File: src/servo_option_params.svh
`ifndef SERVO_OPTION_PARAMS_SVH
`define SERVO_OPTION_PARAMS_SVH

// Register byte offsets
`define ADR_CFG 8'h00
`define ADR_CMD 8'h04
`define ADR_FRAME_A 8'h08
`define ADR_FRAME_B 8'h0c
`define ADR_OUTASN 8'h14
`define ADR_STATUS 8'h18
`define ADR_SETTINGS 8'h1c
`define ADR_RESP0 8'h20
`define ADR_RESP1 8'h24
`define ADR_RESP2 8'h28
`define ADR_RESP3 8'h2c
`define ADR_ALLOC_HI 2'h1

// Command register bits
`define CMD_CONFIG 0
`define CMD_FRAME 1
`define CMD_ENC_ON 2
`define CMD_REF_SET 3

// Status register bits
`define ST_SUPPLY 0
`define ST_POS_UNDEF 1
`define ST_REF_VALID 2
`define ST_WARN 3
`define ST_PHASE_ERR 4
`define ST_BUSY 5
`define ST_RESP_RDY 6
`define ST_CODE_LSB 16

// Frame codes and values
`define CMD_ENC_OFF 8'h24
`define WARN_CODE 12'h95a
`define PHASE_TWO 2'h2
`define PHASE_THREE 2'h3
`define ACC_FORBIDDEN 2'h3
`define ALLOC_CUSTOM 1'h1

// Allocation word: [3:0] lowest bit position, [4] allocated
`define ALLOC_ON_BIT 4
`define NUM_FUNC 9
`define F_ACC 0
`define F_GAIN 1
`define F_SPD 2
`define F_INT 3
`define F_FWD 4
`define F_REV 5
`define F_LATCH 6
`define F_BANK 7
`define F_OUT 8
`define DEF_POS_ACC 4'h3
`define DEF_POS_GAIN 4'h8
`define DEF_POS_SPD 4'hc
`define DEF_POS_INT 4'hd
`define DEF_POS_FWD 4'he
`define DEF_POS_REV 4'hf

// Timing
`define CLK_HZ 25000000
`define ENC_OFF_MAX_MS 2000
`define ENC_OFF_CYCLES ((`ENC_OFF_MAX_MS) * ((`CLK_HZ) / 1000))

`endif

File: src/servo_option_pkg.sv
package servo_option_pkg;

    typedef logic [15:0] option_word_t;

    typedef enum logic [0:0]
    {
        ENC_IDLE = 1'b0,
        ENC_WAIT = 1'b1
    } enc_state_e;

endpackage

File: src/option_field_pick.sv
`timescale 1ns/1ps
`include "servo_option_params.svh"

module option_field_pick
    import servo_option_pkg::*;
#(
    parameter int W = 1
)
(
    // Option word and allocation
    input option_word_t option_word,
    input logic [3:0] pos,
    input logic allocated,
    // Extracted field
    output logic [W-1:0] value
);

    option_word_t shifted;

    always_comb
    begin
        shifted = option_word >> pos;
        // Bits past D15 shift in as zero
        value = allocated ? shifted[W-1:0] : '0;
    end

endmodule

File: src/servo_option_top.sv
// Chosen here: register access over Wishbone and the placing of the registers.
`timescale 1ns/1ps
`include "servo_option_params.svh"

module servo_option_top
    import servo_option_pkg::*;
#(
    parameter int unsigned ENC_OFF_CYCLES = `ENC_OFF_CYCLES
)
(
    // Clock and reset
    input logic clk,
    input logic rst,
    // Wishbone slave
    input logic wb_cyc,
    input logic wb_stb,
    input logic wb_we,
    input logic [7:0] wb_adr,
    input logic [3:0] wb_sel,
    input logic [31:0] wb_wdat,
    output logic [31:0] wb_rdat,
    output logic wb_ack,
    // Drive state
    input logic [1:0] comm_phase,
    input logic servo_energized,
    input logic abs_encoder_used,
    input logic [7:0] alarm_code,
    input logic [15:0] status_word,
    input logic [31:0] first_monitor_value,
    input logic [31:0] second_monitor_value,
    input logic [15:0] input_monitor_word,
    input logic latch_signal_in,
    // Decoded control settings
    output logic [1:0] accel_filter_select,
    output logic gain_set_second,
    output logic speed_loop_prop_only,
    output logic position_integral_clear,
    output logic forward_torque_limit_on,
    output logic reverse_torque_limit_on,
    output logic latch_input_block,
    output logic latch_event,
    output logic [3:0] accel_param_bank,
    output logic general_output_one,
    output logic general_output_two,
    output logic general_output_three,
    output logic [7:0] monitor_selection,
    // Encoder supply and reference state
    output logic encoder_supply_on,
    output logic position_data_undefined,
    output logic reference_point_valid,
    output logic origin_point_valid,
    output logic soft_limit_valid,
    output logic command_warning
);

    logic ack_r;
    logic [31:0] rdat_r;
    logic alloc_en_r;
    logic [3:0] alloc_pos_r [`NUM_FUNC];
    logic [`NUM_FUNC-1:0] alloc_on_r;
    logic [3:0] act_pos_r [`NUM_FUNC];
    logic [`NUM_FUNC-1:0] act_on_r;
    logic [31:0] frame_a_r;
    logic [7:0] frame_b_r;
    logic [23:0] out_asn_r;
    enc_state_e enc_state_r;
    logic [31:0] enc_cnt_r;
    logic supply_r;
    logic pos_undef_r;
    logic [2:0] refs_valid_r;
    logic warn_r;
    logic phase_err_r;
    logic resp_rdy_r;
    logic [31:0] resp_r [4];
    logic [7:0] reply_wdt_r;
    logic [7:0] mon_sel_r;
    logic [1:0] acc_r;
    logic gain_r;
    logic spd_r;
    logic int_r;
    logic fwd_r;
    logic rev_r;
    logic latch_blk_r;
    logic latch_ev_r;
    logic [3:0] bank_r;
    logic [2:0] gen_out_r;
    logic [31:0] rd_mux;

    logic wr_en;
    logic wr_alloc;
    logic [3:0] alloc_idx;
    logic cmd_wr;
    logic config_go;
    logic frame_go;
    logic accept_frame;
    logic is_enc_off;
    logic phase_ok;
    logic enc_phase_bad;
    logic enc_warn;
    logic enc_exec;
    logic opt_exec;
    logic wait_done;
    logic resp_go;
    option_word_t frame_opt;
    logic [1:0] acc_v;
    logic [1:0] gain_v;
    logic spd_v;
    logic int_v;
    logic fwd_v;
    logic rev_v;
    logic latch_v;
    logic [3:0] bank_v;
    logic [2:0] out_v;

    function automatic logic [31:0] merge(input logic [31:0] old, input logic [31:0] nw,
                                          input logic [3:0] sel);
        logic [31:0] m;
        m = old;
        for (int i = 0; i < 4; i++)
        begin
            if (sel[i])
            begin
                m[i*8 +: 8] = nw[i*8 +: 8];
            end
        end
        return m;
    endfunction

    function automatic logic [4:0] def_alloc(input int idx);
        case (idx)
            `F_ACC: def_alloc = {1'b1, `DEF_POS_ACC};
            `F_GAIN: def_alloc = {1'b1, `DEF_POS_GAIN};
            `F_SPD: def_alloc = {1'b1, `DEF_POS_SPD};
            `F_INT: def_alloc = {1'b1, `DEF_POS_INT};
            `F_FWD: def_alloc = {1'b1, `DEF_POS_FWD};
            `F_REV: def_alloc = {1'b1, `DEF_POS_REV};
            default: def_alloc = 5'h00;
        endcase
    endfunction

    // One access per request; ack drops the cycle after it rose
    assign wr_en = wb_cyc && wb_stb && wb_we && !ack_r;
    assign alloc_idx = wb_adr[5:2];
    assign wr_alloc = wr_en && (wb_adr[7:6] == `ADR_ALLOC_HI) && (alloc_idx < 4'(`NUM_FUNC));
    assign cmd_wr = wr_en && (wb_adr == `ADR_CMD) && wb_sel[0];
    assign config_go = cmd_wr && wb_wdat[`CMD_CONFIG];
    assign frame_go = cmd_wr && wb_wdat[`CMD_FRAME];
    assign frame_opt = frame_a_r[23:8];
    assign is_enc_off = frame_a_r[7:0] == `CMD_ENC_OFF;
    assign phase_ok = (comm_phase == `PHASE_TWO) || (comm_phase == `PHASE_THREE);
    // Frames arriving during the supply-off wait are dropped, not queued
    assign accept_frame = frame_go && (enc_state_r == ENC_IDLE);
    assign enc_phase_bad = accept_frame && is_enc_off && !phase_ok;
    assign enc_warn = accept_frame && is_enc_off && phase_ok && servo_energized;
    assign enc_exec = accept_frame && is_enc_off && phase_ok && !servo_energized;
    assign opt_exec = accept_frame && !is_enc_off;
    assign wait_done = (enc_state_r == ENC_WAIT) && (enc_cnt_r == 32'(ENC_OFF_CYCLES - 1));
    assign resp_go = opt_exec || enc_phase_bad || enc_warn || wait_done;

    always_ff @(posedge clk)
    begin
        if (rst)
        begin
            ack_r <= 1'b0;
            rdat_r <= 32'h0;
        end
        else
        begin
            ack_r <= wb_cyc && wb_stb && !ack_r;
            rdat_r <= (wb_cyc && wb_stb && !wb_we && !ack_r) ? rd_mux : 32'h0;
        end
    end

    always_comb
    begin
        rd_mux = 32'h0;
        case (wb_adr)
            `ADR_CFG: rd_mux = {31'h0, alloc_en_r};
            `ADR_FRAME_A: rd_mux = frame_a_r;
            `ADR_FRAME_B: rd_mux = {24'h0, frame_b_r};
            `ADR_OUTASN: rd_mux = {8'h0, out_asn_r};
            `ADR_STATUS:
            begin
                rd_mux[`ST_SUPPLY] = supply_r;
                rd_mux[`ST_POS_UNDEF] = pos_undef_r;
                rd_mux[`ST_REF_VALID] = &refs_valid_r;
                rd_mux[`ST_WARN] = warn_r;
                rd_mux[`ST_PHASE_ERR] = phase_err_r;
                rd_mux[`ST_BUSY] = enc_state_r == ENC_WAIT;
                rd_mux[`ST_RESP_RDY] = resp_rdy_r;
                rd_mux[`ST_CODE_LSB +: 12] = warn_r ? `WARN_CODE : 12'h000;
            end
            `ADR_SETTINGS: rd_mux = {6'h0, gen_out_r, bank_r, latch_blk_r, rev_r, fwd_r,
                                     int_r, spd_r, 5'h0, gain_r, 6'h0, acc_r};
            `ADR_RESP0: rd_mux = resp_r[0];
            `ADR_RESP1: rd_mux = resp_r[1];
            `ADR_RESP2: rd_mux = resp_r[2];
            `ADR_RESP3: rd_mux = resp_r[3];
            default:
            begin
                if ((wb_adr[7:6] == `ADR_ALLOC_HI) && (alloc_idx < 4'(`NUM_FUNC)))
                begin
                    rd_mux = {27'h0, alloc_on_r[alloc_idx], alloc_pos_r[alloc_idx]};
                end
            end
        endcase
    end

    // Pending allocation; only config with custom allocation enabled makes it live, reset clears it to all unallocated
    always_ff @(posedge clk)
    begin
        if (rst)
        begin
            alloc_en_r <= 1'b0;
            alloc_on_r <= '0;
            out_asn_r <= 24'h0;
            for (int i = 0; i < `NUM_FUNC; i++)
            begin
                alloc_pos_r[i] <= 4'h0;
            end
        end
        else
        begin
            if (wr_en && (wb_adr == `ADR_CFG) && wb_sel[0])
            begin
                alloc_en_r <= wb_wdat[0];
            end
            if (wr_en && (wb_adr == `ADR_OUTASN))
            begin
                out_asn_r <= 24'(merge({8'h0, out_asn_r}, wb_wdat, wb_sel));
            end
            if (wr_alloc && wb_sel[0])
            begin
                alloc_pos_r[alloc_idx] <= wb_wdat[3:0];
                alloc_on_r[alloc_idx] <= wb_wdat[`ALLOC_ON_BIT];
            end
        end
    end

    always_ff @(posedge clk)
    begin
        if (rst)
        begin
            for (int i = 0; i < `NUM_FUNC; i++)
            begin
                {act_on_r[i], act_pos_r[i]} <= def_alloc(i);
            end
        end
        else if (config_go)
        begin
            for (int i = 0; i < `NUM_FUNC; i++)
            begin
                if (alloc_en_r == `ALLOC_CUSTOM)
                begin
                    act_pos_r[i] <= alloc_pos_r[i];
                    act_on_r[i] <= alloc_on_r[i];
                end
                else
                begin
                    {act_on_r[i], act_pos_r[i]} <= def_alloc(i);
                end
            end
        end
    end

    always_ff @(posedge clk)
    begin
        if (rst)
        begin
            frame_a_r <= 32'h0;
            frame_b_r <= 8'h0;
        end
        else
        begin
            if (wr_en && (wb_adr == `ADR_FRAME_A))
            begin
                frame_a_r <= merge(frame_a_r, wb_wdat, wb_sel);
            end
            if (wr_en && (wb_adr == `ADR_FRAME_B) && wb_sel[0])
            begin
                frame_b_r <= wb_wdat[7:0];
            end
        end
    end

    // Overlapping positions are the host's problem: each picker reads alone
    option_field_pick #(.W(2)) u_acc (.option_word(frame_opt), .pos(act_pos_r[`F_ACC]),
        .allocated(act_on_r[`F_ACC]), .value(acc_v));
    option_field_pick #(.W(2)) u_gain (.option_word(frame_opt), .pos(act_pos_r[`F_GAIN]),
        .allocated(act_on_r[`F_GAIN]), .value(gain_v));
    option_field_pick #(.W(1)) u_spd (.option_word(frame_opt), .pos(act_pos_r[`F_SPD]),
        .allocated(act_on_r[`F_SPD]), .value(spd_v));
    option_field_pick #(.W(1)) u_int (.option_word(frame_opt), .pos(act_pos_r[`F_INT]),
        .allocated(act_on_r[`F_INT]), .value(int_v));
    option_field_pick #(.W(1)) u_fwd (.option_word(frame_opt), .pos(act_pos_r[`F_FWD]),
        .allocated(act_on_r[`F_FWD]), .value(fwd_v));
    option_field_pick #(.W(1)) u_rev (.option_word(frame_opt), .pos(act_pos_r[`F_REV]),
        .allocated(act_on_r[`F_REV]), .value(rev_v));
    option_field_pick #(.W(1)) u_latch (.option_word(frame_opt), .pos(act_pos_r[`F_LATCH]),
        .allocated(act_on_r[`F_LATCH]), .value(latch_v));
    option_field_pick #(.W(4)) u_bank (.option_word(frame_opt), .pos(act_pos_r[`F_BANK]),
        .allocated(act_on_r[`F_BANK]), .value(bank_v));
    option_field_pick #(.W(3)) u_out (.option_word(frame_opt), .pos(act_pos_r[`F_OUT]),
        .allocated(act_on_r[`F_OUT]), .value(out_v));

    always_ff @(posedge clk)
    begin
        if (rst)
        begin
            acc_r <= 2'h0;
            gain_r <= 1'b0;
            spd_r <= 1'b0;
            int_r <= 1'b0;
            fwd_r <= 1'b0;
            rev_r <= 1'b0;
            latch_blk_r <= 1'b0;
            bank_r <= 4'h0;
            gen_out_r <= 3'h0;
        end
        else if (opt_exec)
        begin
            // Forbidden filter code keeps the running filter
            if (acc_v != `ACC_FORBIDDEN)
            begin
                acc_r <= acc_v;
            end
            if (!gain_v[1])
            begin
                gain_r <= gain_v[0];
            end
            spd_r <= spd_v;
            int_r <= int_v;
            fwd_r <= fwd_v;
            rev_r <= rev_v;
            latch_blk_r <= latch_v;
            bank_r <= bank_v;
            gen_out_r <= (out_asn_r == 24'h0) ? out_v : 3'h0;
        end
    end

    always_ff @(posedge clk)
    begin
        if (rst)
        begin
            latch_ev_r <= 1'b0;
        end
        else
        begin
            latch_ev_r <= latch_signal_in && !latch_blk_r;
        end
    end

    // Supply-off: switch off at once, report after the settle time
    always_ff @(posedge clk)
    begin
        if (rst)
        begin
            enc_state_r <= ENC_IDLE;
            enc_cnt_r <= 32'h0;
        end
        else
        begin
            case (enc_state_r)
                ENC_IDLE:
                begin
                    enc_cnt_r <= 32'h0;
                    if (enc_exec)
                    begin
                        enc_state_r <= ENC_WAIT;
                    end
                end
                ENC_WAIT:
                begin
                    enc_cnt_r <= enc_cnt_r + 32'h1;
                    if (wait_done)
                    begin
                        enc_state_r <= ENC_IDLE;
                    end
                end
                default:
                begin
                    enc_state_r <= ENC_IDLE;
                end
            endcase
        end
    end

    always_ff @(posedge clk)
    begin
        if (rst)
        begin
            supply_r <= 1'b1;
            pos_undef_r <= 1'b0;
            refs_valid_r <= 3'h0;
        end
        else if (enc_exec)
        begin
            supply_r <= 1'b0;
            pos_undef_r <= abs_encoder_used;
            refs_valid_r <= 3'h0;
        end
        else if (cmd_wr)
        begin
            if (wb_wdat[`CMD_ENC_ON])
            begin
                supply_r <= 1'b1;
                pos_undef_r <= 1'b0;
            end
            if (wb_wdat[`CMD_REF_SET] && supply_r)
            begin
                refs_valid_r <= 3'h7;
            end
        end
    end

    // Sticky flags: write one clears warn and phase error, a new event wins; response ready clears only when an accepted frame starts the supply-off wait
    always_ff @(posedge clk)
    begin
        if (rst)
        begin
            warn_r <= 1'b0;
            phase_err_r <= 1'b0;
            resp_rdy_r <= 1'b0;
        end
        else
        begin
            if (enc_warn)
            begin
                warn_r <= 1'b1;
            end
            else if (wr_en && (wb_adr == `ADR_STATUS) && wb_sel[0] && wb_wdat[`ST_WARN])
            begin
                warn_r <= 1'b0;
            end
            if (enc_phase_bad)
            begin
                phase_err_r <= 1'b1;
            end
            else if (wr_en && (wb_adr == `ADR_STATUS) && wb_sel[0] && wb_wdat[`ST_PHASE_ERR])
            begin
                phase_err_r <= 1'b0;
            end
            if (resp_go)
            begin
                resp_rdy_r <= 1'b1;
            end
            else if (accept_frame)
            begin
                resp_rdy_r <= 1'b0;
            end
        end
    end

    always_ff @(posedge clk)
    begin
        if (rst)
        begin
            mon_sel_r <= 8'h0;
            reply_wdt_r <= 8'h0;
            for (int i = 0; i < 4; i++)
            begin
                resp_r[i] <= 32'h0;
            end
        end
        else
        begin
            if (accept_frame)
            begin
                mon_sel_r <= frame_a_r[31:24];
            end
            if (resp_go)
            begin
                reply_wdt_r <= reply_wdt_r + 8'h1;
                resp_r[0] <= {status_word, alarm_code, frame_a_r[7:0]};
                resp_r[1] <= first_monitor_value;
                resp_r[2] <= second_monitor_value;
                resp_r[3] <= {reply_wdt_r + 8'h1, input_monitor_word, frame_a_r[31:24]};
            end
        end
    end

    assign wb_ack = ack_r;
    assign wb_rdat = rdat_r;
    assign accel_filter_select = acc_r;
    assign gain_set_second = gain_r;
    assign speed_loop_prop_only = spd_r;
    assign position_integral_clear = int_r;
    assign forward_torque_limit_on = fwd_r;
    assign reverse_torque_limit_on = rev_r;
    assign latch_input_block = latch_blk_r;
    assign latch_event = latch_ev_r;
    assign accel_param_bank = bank_r;
    assign general_output_one = gen_out_r[0];
    assign general_output_two = gen_out_r[1];
    assign general_output_three = gen_out_r[2];
    assign monitor_selection = mon_sel_r;
    assign encoder_supply_on = supply_r;
    assign position_data_undefined = pos_undef_r;
    assign reference_point_valid = refs_valid_r[0];
    assign origin_point_valid = refs_valid_r[1];
    assign soft_limit_valid = refs_valid_r[2];
    assign command_warning = warn_r;

endmodule

File: config.mk
export PLATFORM = sky130hd
export DESIGN_NAME = servo_option_top
export DESIGN_NICKNAME = d
export VERILOG_FILES = /design/src/servo_option_pkg.sv /design/src/option_field_pick.sv /design/src/servo_option_top.sv
export VERILOG_INCLUDE_DIRS = /design/src /design/src/src
export SDC_FILE = /design/constraint.sdc
export NUM_CORES = 1
export LEC_CHECK = 0
export BUFFER_PORTS_ARGS = -buffer_cell sky130_fd_sc_hd__buf_2
export CORE_MARGIN = 3
export CORE_UTILIZATION = 35
export DETAILED_ROUTE_END_ITERATION = 10
export SLEW_MARGIN = 30
export SYNTH_ARGS = -nofsm -noshare
export SYNTH_HDL_FRONTEND = slang
export SYNTH_SLANG_ARGS = --single-unit
File: constraint.sdc
create_clock -name clk -period 7.2 [get_ports clk]
set_clock_uncertainty 0.15 [all_clocks]
set_input_delay 1.44 -clock clk [delete_from_list [all_inputs] [get_ports clk]]
set_output_delay 1.44 -clock clk [all_outputs]
set_load 0.005 [all_outputs]
==> results of run 1 <==
-- cells in the mapped netlist (4+ instances only) --
master / instances / area share [%]
o32ai_1: 4 / 0.18
buf_1: 11 / 0.21
o21ai_1: 7 / 0.18
o22ai_1: 9 / 0.29
o31ai_1: 5 / 0.19
or3_1: 10 / 0.32
clkbuf_1: 85 / 1.7
nor2b_1: 14 / 0.45
a22oi_1: 61 / 2.4
mux4_2: 81 / 9.5
a211oi_1: 6 / 0.23
o211ai_1: 6 / 0.23
dfxtp_1: 223 / 23
nand4_1: 14 / 0.45
a21oi_1: 102 / 2.6
inv_1: 24 / 0.47
a222oi_1: 19 / 0.99
nand2_1: 139 / 2.7
mux2i_1: 56 / 2.9
buf_4: 7 / 0.27
and2_1: 172 / 5.6
nor3_1: 14 / 0.36
nor3b_1: 22 / 0.86
o21ai_0: 37 / 0.96
buf_2: 30 / 0.78
nand2b_1: 6 / 0.19
edfxtp_1: 192 / 30
a41oi_1: 7 / 0.32
a31o_2: 4 / 0.18
a22o_1: 24 / 1.1
nor4_1: 19 / 0.62
xor2_1: 7 / 0.32
a31oi_1: 18 / 0.58
a32o_1: 6 / 0.31
nand3_1: 74 / 1.9
nor4b_1: 6 / 0.27
clkbuf_2: 12 / 0.31
xnor2_1: 21 / 0.95
nor2_1: 112 / 2.2
and3_1: 11 / 0.36
and4_1: 8 / 0.36
-- layout make-up --
class,count,area (sq um)
Inverter,24,90.1
Multi-Input combinational cell,1174,8500
Antenna cell,2,5.00
Clock buffer,59,1210
Clock inverter,19,203
Timing Repair Buffer,242,1300
Sequential cell,415,10200
Fill cell,5114,31700
Tap cell,696,871
-- through the flow --
stage | util, % | std cells | total power, mW | area (sq um)
4_1_cts | 41.4 | 2629 | 5.01 | 22400
6_report | 41.4 | 2631 | 4.97 | 22400
3_3_place_gp | 38.7 | 2550 | 2.75 | 21000
2_1_floorplan | - | 1758 | 2.66 | 19400
3_5_place_dp | 38.8 | 2551 | 2.76 | 21000
5_1_grt | 41.4 | 2630 | 5.12 | 22400
-- per-layer routing --
metal | vias up | global-route usage (%) | share of wire [%]
met5 | - | 0 | 0.022
met2 | 639 | 34.8 | 50
li1 | 6754 | - | -
met4 | 2 | 7.24 | 3.3
met1 | 7265 | 26.3 | 39
met3 | 102 | 2.99 | 7.3
-- cell usage in the layout, fill, tap and decap left out, types with 6 or more instances in the layout --
| master | instances |
|---|---|
| and3_1 | 11 |
| a22o_1 | 24 |
| xnor2_1 | 21 |
| a41oi_1 | 7 |
| a21oi_1 | 101 |
| clkbuf_1 | 10 |
| a22oi_1 | 61 |
| o21ai_1 | 7 |
| o211ai_1 | 6 |
| dfxtp_1 | 222 |
| buf_4 | 22 |
| mux4_2 | 81 |
| and2_1 | 171 |
| nor3b_1 | 22 |
| nor2_1 | 111 |
| a222oi_1 | 19 |
| o22ai_1 | 9 |
| and4_1 | 8 |
| inv_1 | 24 |
| xor2_1 | 7 |
| nand2b_1 | 6 |
| mux2i_1 | 56 |
| nor3_1 | 14 |
| clkinv_2 | 9 |
| edfxtp_1 | 192 |
| nand4_1 | 14 |
| nand2_1 | 136 |
| nand3_1 | 74 |
| nor2b_1 | 14 |
| buf_2 | 218 |
| a31oi_1 | 18 |
| o21ai_0 | 36 |
| a211oi_1 | 6 |
| a32o_1 | 6 |
| conb_1 | 28 |
| clkbuf_16 | 45 |
| nor4_1 | 19 |
| or3_1 | 10 |
-- final timing paths --
| check | slack [ns] | end | depth (start not counted) | startpoint |
|---|---|---|---|---|
| max | 2.56 | resp_r[2][9] | 8 | wb_adr[2] |
| min | 0.30 | monitor_selection[3] | 2 | monitor_selection[3] |
| max reg2reg | 3.52 | resp_r[2][9] | 6 | wb_ack |
| min reg2reg | 0.30 | monitor_selection[3] | 2 | monitor_selection[3] |
-- flip-flops by register name, summed over array words and instances (netlist names), 9 cells and up --
name and cells:
act_pos_r 36, alloc_on_r 9, act_on_r 9, enc_cnt_r 32, alloc_pos_r 64, frame_a_r 32
wb_rdat 32, out_asn_r 24, resp_r 128
-- logic make-up after synthesis --
kind of cell	synth area share [%]
AOI/OAI and AO/OA	11.3
xor gates and xnor gates	1.27
adders and majority gates	0.130
buffers and inverters	3.70
DFF	53.0
muxes	12.5
other	0.0194
and+or+nand+nor	18.0
-- power by group through the flow --
stage	clock (mW)	sequential (mW)	combinational, mW
global route	2.40	2.53	0.189
finish	2.27	2.53	0.176
CTS	2.30	2.53	0.176
global placement	0	2.58	0.174
floorplan	0	2.58	0.0823
detailed placement	0	2.58	0.175
-- worst max-delay path: cells and delay by family --
family / cells / cell delay, ns
buffers and inverters: 4 / 1.55
AND/OR/NAND/NOR: 3 / 1.51
AO/OA/AOI/OAI: 1 / 0.10
==> results.sh, run 1 <==
export IMPL_synthCells=1731
export IMPL_p_int_mw=3.90
export IMPL_die_height_um=241
export IMPL_holdWs_ns=0.303
export IMPL_cts_tree="yes"
export IMPL_die_area_sq_um=58000
export IMPL_clockBufferDepth=3
export IMPL_cp_max_fo=67
export IMPL_cp_common_cell="buf_4"
export IMPL_cts_buffers=43
export IMPL_ios=221
export IMPL_outcome="finished, final reports clean"
export IMPL_wl_per_cell_um=22.8
export IMPL_swShare_pct=21.5
export IMPL_fin_nets=2060
export IMPL_pre_cts_ws_ns=1.96
export IMPL_ir_worst_vdd_mv=0.199
export IMPL_ys_ff_latch=415
export IMPL_worst_slew_margin_rel_pct=33.5
export IMPL_post_cts_buffers=0
export IMPL_power_density_nw_per_um2=222
export IMPL_drc=0
export IMPL_async_flop_share_pct=0
export IMPL_root_buffer="clkbuf_16"
export IMPL_maxCapViolCount=0
export IMPL_drt_wl_total_um=59900
export IMPL_final_min_clock_period_ns=4.64
export IMPL_pwr_share_comb_pct=3.5
export IMPL_report_final_slew_viol_count=0
export IMPL_synth_edf_count=192
export IMPL_hp_class="flip-flop to flip-flop"
export IMPL_syn_area_sq_um=19300
export IMPL_crit_chain="buf_2, nor4b_2, buf_4, and4_1, a32oi_1, buf_4, nand2_4, buf_12"
export IMPL_rsz0062_at_grt="no"
export IMPL_post_cts_resize_count=0
export IMPL_die_x_um=241
export IMPL_cp_slowest_cell="buf_2"
export IMPL_synth_cell_types=71
export IMPL_power_share_clock_pct=45.6
export IMPL_grt_overflow_total=0
export IMPL_arrival_ns=4.72
export IMPL_path_clk_slew_ns=0.06
export IMPL_total_leakage_power_nw=8.00
export IMPL_numPortBuffers=219
export IMPL_place_congestion=0.850
export IMPL_ant_nets=0
export IMPL_antenna_found_initial=3
export IMPL_p_sw_mw=1.07
export IMPL_grt_use_total_pct=20.3
export IMPL_ys_warn_count=0
export IMPL_max_stage_delay_ns=0.66
export IMPL_fin_ws_ns=2.56
export IMPL_hpwl_um=41500
export IMPL_startpoint_type="input port"
export IMPL_hold_viol=0
export IMPL_seq_area_frac_synth_pct=53.0
export IMPL_vias=14800
export IMPL_setup_viol=0
export IMPL_seqPwrFrac_pct=50.9
export IMPL_required_ns=7.28
export IMPL_grt_max_degree=74
export IMPL_first_global_vias=14400
export IMPL_post_route_period_util_pct=64.5
export IMPL_cts_max_level=2
export IMPL_timing_fmax_mhz=215
export IMPL_ctsHoldBuffers=0
export IMPL_drtIter0Drc=1565
export IMPL_cts_sinks=415
export IMPL_area_delta_synth_final_pct=16.2
export IMPL_clk_latency_ns=0.58
export IMPL_layout_drive_gt1_share_pct=21.7
export IMPL_vias_per_cell=5.61
export IMPL_ys_flop_type="dfxtp_1"
export IMPL_tns_ns=0
export IMPL_placement_rows=85
export IMPL_worst_setup_path_end_kind="flip-flop"
export IMPL_path_class="input port to flip-flop"
export IMPL_worst_pin_slew_ns=0.989
export IMPL_grt_pass1_wl_um=89900
export IMPL_start_util_pct=35.6
export IMPL_core_sq_um=54100
export IMPL_dr_pass1_iters=5
export IMPL_syn_avg_cell_area_sq_um=11.1
(Power assumes the default switching activity.)
==> run 2: changes to the inputs <==
Clock period 7.2 ns to 4.4 ns, I/O delays scaled along.
==> results.sh, run 2 (synthesis results as in run 1) <==
export IMPL_outcome="finished, final reports clean"
export IMPL_power_density_nw_per_um2=365
export IMPL_holdWs_ns=0.306
export IMPL_clockBufferDepth=3
export IMPL_vias=14800
export IMPL_ir_worst_vdd_mv=0.243
export IMPL_pwr_share_comb_pct=3.5
export IMPL_fin_ws_ns=1.45
export IMPL_setup_viol=0
export IMPL_fin_util_pct=41.8
export IMPL_cts_tree="yes"
export IMPL_ctsHoldBuffers=0
export IMPL_power_mw=8.26
export IMPL_power_share_clock_pct=46.4
export IMPL_reg_largest_list="resp_r: 128 flops, alloc_pos_r: 64 flops, act_pos_r: 36 flops"
export IMPL_fin_nets=2083
export IMPL_tns_ns=0
export IMPL_dp_cells=2573
export IMPL_grt_overflow_total=0
export IMPL_final_cell_count_no_fill=2658
export IMPL_dpl_cell_area_sq_um=21200
export IMPL_worst_hold_path_num_cells=2
export IMPL_hold_viol=0
export IMPL_dr_pass1_iters=6
export IMPL_hp_class="flip-flop to flip-flop"
export IMPL_grt_pass1_wl_um=89600
export IMPL_post_cts_buffers=0
export IMPL_maxCapViolCount=0
export IMPL_hpwl_um=42000
export IMPL_cp_max_fo=128
export IMPL_cts_max_level=2
export IMPL_fill_cells=5044
export IMPL_start_util_pct=35.6
export IMPL_swShare_pct=21.6
export IMPL_seqPwrFrac_pct=50.1
export IMPL_ios=221
export IMPL_report_final_slew_viol_count=0
export IMPL_drt_wl_total_um=60000
export IMPL_layout_commonest_cell="dfxtp_1"
export IMPL_core_sq_um=54100
export IMPL_wl_per_cell_um=22.6
export IMPL_die_height_um=241
export IMPL_path_clk_slew_ns=0.06
export IMPL_ff2ff_setup_slack_ns=1.45
export IMPL_ff2ff_path_depth=6
export IMPL_area_delta_synth_final_pct=17.4
export IMPL_multi_input_area_sq_um=8500
export IMPL_worst_setup_path_end_kind="flip-flop"
export IMPL_required_ns=4.68
export IMPL_rsz0062_at_grt="no"
export IMPL_regMostFlops="resp_r"
export IMPL_vias_per_cell=5.58
export IMPL_worstHoldStart="monitor_selection[6]"
export IMPL_cts_sinks=415
export IMPL_cts_buffers=44
export IMPL_r2r_start="enc_cnt_r[0]"
export IMPL_die_area_sq_um=58000
export IMPL_startpoint_type="flip-flop"
export IMPL_drc=0
export IMPL_placement_rows=85
export IMPL_die_x_um=241
export IMPL_p_sw_mw=1.78
export IMPL_path_class="flip-flop to flip-flop"
export IMPL_pre_cts_ws_ns=0.960
export IMPL_clk_latency_ns=0.57
export IMPL_grt_use_total_pct=20.3
export IMPL_hold_path_end="monitor_selection[6]"
export IMPL_p_int_mw=6.48
export IMPL_ff_latch_area_sq_um=10200
export IMPL_layout_common_cells="dfxtp_1 (222), buf_2 (218), edfxtp_1 (192)"
export IMPL_post_route_period_util_pct=67.2
export IMPL_numPortBuffers=219
export IMPL_reg2reg_to="resp_r[0][28]"
export IMPL_drtIter0Drc=1588
export IMPL_fin_area_sq_um=22700
export IMPL_worst_slew_margin_rel_pct=35.0
export IMPL_arrival_ns=3.23
export IMPL_grt_max_degree=129
export IMPL_post_cts_resize_count=0
export IMPL_worst_pin_slew_ns=0.971
export IMPL_antenna_found_initial=6
export IMPL_timing_fmax_mhz=338
export IMPL_layout_drive_gt1_share_pct=22.6
export IMPL_first_global_vias=14500
export IMPL_root_buffer="clkbuf_16"
export IMPL_total_leakage_power_nw=8.13
export IMPL_largest_reg_flops=128
export IMPL_place_congestion=0.835
export IMPL_final_min_clock_period_ns=2.95
export IMPL_ant_nets=0
run 2: changes by cell type in the layout (fill, tap and decap cells not counted), sizes merged:
cell and delta:
clkbuf +5, clkinvlp +2, clkinv -2, inv -1, buf +22, diode +1
run 2: worst max-delay path: stages (launching register included):
cell and delay, ns:
dfxtp_1 0.39, ha_1 0.28, nand3_1 0.44, or4_1 0.71
a21oi_4 0.18, buf_12 0.33, and2_1 0.23
run 2: area by class of cell:
type	instances	area share [%]
diodes	3	0.0331
clock buffers	64	5.64
clock inverters	18	0.889
inverters	24	0.398
multi-input cells	1174	37.5
flip-flops and latches	415	45.2
well taps	696	3.84
repair buffers	264	6.51
run 2: how the worst max path moves through the flow:
stage / start / slack (ns) / end / cells after the start
CTS: enc_cnt_r[0] / 1.44 / resp_r[0][28] / 6
finish: enc_cnt_r[0] / 1.45 / resp_r[0][28] / 6
detailed placement: wb_cyc / 0.96 / resp_r[3][10] / 7
global placement: wb_cyc / 0.82 / act_pos_r[4] / 7
global route: enc_cnt_r[0] / 1.24 / resp_r[2][21] / 6
floorplan: wb_cyc / 0.41 / resp_r[0][0] / 5
run 2: metal layers:
metal / part of all wire, % / GRT usage (%) / routed length, um
met3: 7.1 / 3.04 / 4280
met2: 50 / 35.4 / 30200
met5: 0.077 / 0 / 46
met1: 40 / 26.3 / 23800
met4: 2.8 / 6.21 / 1670
run 2: power by group through the flow:
stage               registers, mW  logic, mW  clock network, mW
floorplan                    4.21      0.135                  0
global placement             4.22      0.289                  0
detailed placement           4.22      0.292                  0
CTS                          4.14      0.293               3.90
global route                 4.15      0.316               4.01
finish                       4.14      0.293               3.83
==> run 3: changes to the inputs <==
Settings changed: ABC_AREA from default to 1.
Clock period 4.4 ns to 2.45 ns, I/O delays scaled along.
==> results.sh, run 3 <==
export IMPL_ys_ff_latch=415
export IMPL_drc=0
export IMPL_pwr_share_comb_pct=4.1
export IMPL_synth_compound_area_share_pct=15.7
export IMPL_rsz0062_at_grt="no"
export IMPL_fin_util_pct=43.9
export IMPL_synthCells=2415
export IMPL_fin_ws_ns=0.159
export IMPL_startpoint_type="flip-flop"
export IMPL_final_min_clock_period_ns=2.29
export IMPL_hold_viol=0
export IMPL_clk_latency_ns=0.59
export IMPL_ff2ff_setup_slack_ns=0.16
export IMPL_ff_latch_area_sq_um=10200
export IMPL_path_clk_slew_ns=0.06
export IMPL_syn_area_sq_um=19700
export IMPL_vias_per_cell=5.16
export IMPL_post_route_period_util_pct=93.5
export IMPL_area_delta_synth_final_pct=23.5
export IMPL_cts_sinks=415
export IMPL_report_final_slew_viol_count=0
export IMPL_vias=18200
export IMPL_worst_hold_path_num_cells=3
export IMPL_dr_pass1_iters=7
export IMPL_synth_xor_area_share_pct=0.401
export IMPL_grt_use_total_pct=21.7
export IMPL_ys_flop_type="dfxtp_1"
export IMPL_drt_wl_total_um=65700
export IMPL_worst_slew_margin_rel_pct=58.8
export IMPL_clockBufferDepth=3
export IMPL_max_stage_delay_ns=0.32
export IMPL_seq_area_frac_synth_pct=52.1
export IMPL_wl_per_cell_um=18.6
export IMPL_required_ns=2.62
export IMPL_async_flop_share_pct=0
export IMPL_ios=221
export IMPL_synth_most_common_cell="nand2_1"
export IMPL_power_mw=15.1
export IMPL_hpwl_um=48700
export IMPL_synth_area_leaders="edfxtp_1 (29%), dfxtp_1 (23%), nand2_1 (8.9%), inv_1 (5.2%), o21ai_0 (4.9%)"
export IMPL_largest_reg_flops=128
export IMPL_synth_adder_area_share_pct=0.127
export IMPL_timing_fmax_mhz=437
export IMPL_muxShareOfSynthArea_pct=0
export IMPL_layout_common_cells="nand2_1 (463), inv_1 (273), dfxtp_1 (223)"
export IMPL_ys_warn_count=0
export IMPL_placement_rows=86
export IMPL_die_area_sq_um=59000
export IMPL_fin_area_sq_um=24300
export IMPL_die_x_um=243
export IMPL_core_sq_um=55300
export IMPL_pre_cts_ws_ns=-0.180
export IMPL_seqPwrFrac_pct=49.3
export IMPL_setup_viol=0
export IMPL_ff2ff_path_depth=12
export IMPL_crit_chain="ha_1, nand2_1, nor2_1, inv_1, nor2_2, nand3_1, nand2_1, nor2_4, nand2_4, nand2_8, buf_4, nor2_1"
export IMPL_regMostFlops="resp_r"
export IMPL_cp_max_fo=17
export IMPL_p_int_mw=11.7
export IMPL_p_sw_mw=3.36
export IMPL_cts_tree="yes"
export IMPL_start_util_pct=35.5
export IMPL_multi_input_area_sq_um=7940
export IMPL_numPortBuffers=219
export IMPL_worst_pin_slew_ns=0.617
export IMPL_cts_max_level=2
export IMPL_path_class="flip-flop to flip-flop"
export IMPL_cts_buffers=45
export IMPL_synth_simple_area_share_pct=23.3
export IMPL_reg_largest_list="resp_r: 128 flops, alloc_pos_r: 64 flops, act_pos_r: 36 flops"
export IMPL_grt_max_degree=81
export IMPL_arrival_ns=2.46
export IMPL_r2r_start="enc_cnt_r[0]"
export IMPL_synth_edf_count=192
export IMPL_fin_nets=2899
export IMPL_ant_nets=0
export IMPL_die_height_um=243
export IMPL_power_density_nw_per_um2=620
export IMPL_first_global_vias=17600
export IMPL_total_leakage_power_nw=10.3
export IMPL_ir_worst_vdd_mv=0.416
export IMPL_fill_cells=5470
export IMPL_cp_slowest_cell="dfxtp_1"
export IMPL_syn_avg_cell_area_sq_um=8.14
export IMPL_synth_common_cells="nand2_1 (464), inv_1 (274), dfxtp_1 (223)"
export IMPL_yosysTopAreaCell="edfxtp_1"
export IMPL_grt_pass1_wl_um=101000
export IMPL_hp_class="input port to flip-flop"
export IMPL_place_congestion=0.914
export IMPL_swShare_pct=22.3
export IMPL_synth_cell_types=45
export IMPL_dpl_cell_area_sq_um=22700
export IMPL_netlist_area_leader_share_pct=29.3
export IMPL_outcome="finished, final reports clean"
export IMPL_layout_drive_gt1_share_pct=20.6
export IMPL_root_buffer="clkbuf_16"
export IMPL_layout_commonest_cell="nand2_1"
export IMPL_grt_overflow_total=0
export IMPL_antenna_found_initial=6
export IMPL_worstHoldStart="wb_wdat[5]"
export IMPL_hold_path_end="out_asn_r[5]"
export IMPL_holdWs_ns=0.0282
export IMPL_drtIter0Drc=1715
export IMPL_power_share_clock_pct=46.7
export IMPL_worst_setup_path_end_kind="flip-flop"
export IMPL_synth_top_family_by_area="simple AND/OR/NAND/NOR gates"
export IMPL_maxCapViolCount=0
export IMPL_reg2reg_to="resp_r[3][14]"
## run 3: final cells by class
cell class	count	area share, %
clock inverter	19	0.753
multi-input combinational	1609	32.7
sequential	415	42.2
inverter	289	4.47
timing repair buffer	379	10.4
tap	748	3.86
clock buffer	65	5.62
antenna	2	0.0206
## run 3: per-stage QoR
| stage | std cells | setup TNS [ns] |
|---|---|---|
| floorplan | 2442 | -70.41 |
| global placement | 3439 | -13.03 |
| detailed placement | 3439 | -26.74 |
| CTS | 3524 | 0 |
| global route | 3525 | 0 |
| finish | 3526 | 0 |
## run 3: logic make-up (layout without fill, tap and decap cells)
| group | count (synthesis) | in the layout |
|---|---|---|
| and+or+nand+nor | 1035 | 1035 |
| AOI/OAI and AO/OA | 535 | 535 |
| buffers and inverters | 418 | 752 |
| DFF | 415 | 415 |
| xor gates and xnor gates | 9 | 9 |
| adders and majority gates | 2 | 2 |
| other | 1 | 30 |
## run 3: repair_timing
action | 4_1_cts | 5_1_grt
resized for setup | 0 | 3
endpoints found under the setup margin | 0 | 107
hold buffers | 1 | 0
hold endpoints to repair | 1 | 0
setup buffers | 0 | 0
## run 3: power by group through the flow
stage          Combinational [mW]  Sequential, mW  Clock [mW]
6_report                    0.610            7.42        7.03
5_1_grt                     0.666            7.43        7.42
4_1_cts                     0.607            7.42        7.15
3_5_place_dp                0.603            7.57           0
3_3_place_gp                0.599            7.56           0
2_1_floorplan               0.261            7.55           0
## run 3: routing by layer
metal	part of all wire, %	vias up	wire, um	global-route usage (%)
met5	0.041	-	27	0
met4	3.8	4	2500	8.58
met3	7.3	147	4820	3.23
met2	45	754	29700	34.9
met1	44	8531	28600	29.4
li1	-	8759	-	-
## run 3: how the worst max path moves through the flow
stage	start	to	depth (start not counted)	slack, ns
after global placement	wb_cyc	resp_r[3][28]	9	-0.12
final	enc_cnt_r[0]	resp_r[3][14]	12	0.16
after detailed placement	wb_adr[7]	resp_r[3][30]	9	-0.18
after floorplan	wb_cyc	resp_r[0][0]	8	-0.55
after global routing	enc_cnt_r[0]	resp_r[3][14]	12	0.01
after CTS	enc_cnt_r[0]	resp_r[0][29]	10	0.08
## run 3: worst max-delay path: cells and delay by family (launching register included)
| family | cells | cell delay [ns] |
|---|---|---|
| AND/OR/NAND/NOR | 9 | 0.95 |
| buffers and inverters | 2 | 0.36 |
| flip-flops | 1 | 0.32 |
| adder cells (fa/ha/maj) | 1 | 0.21 |
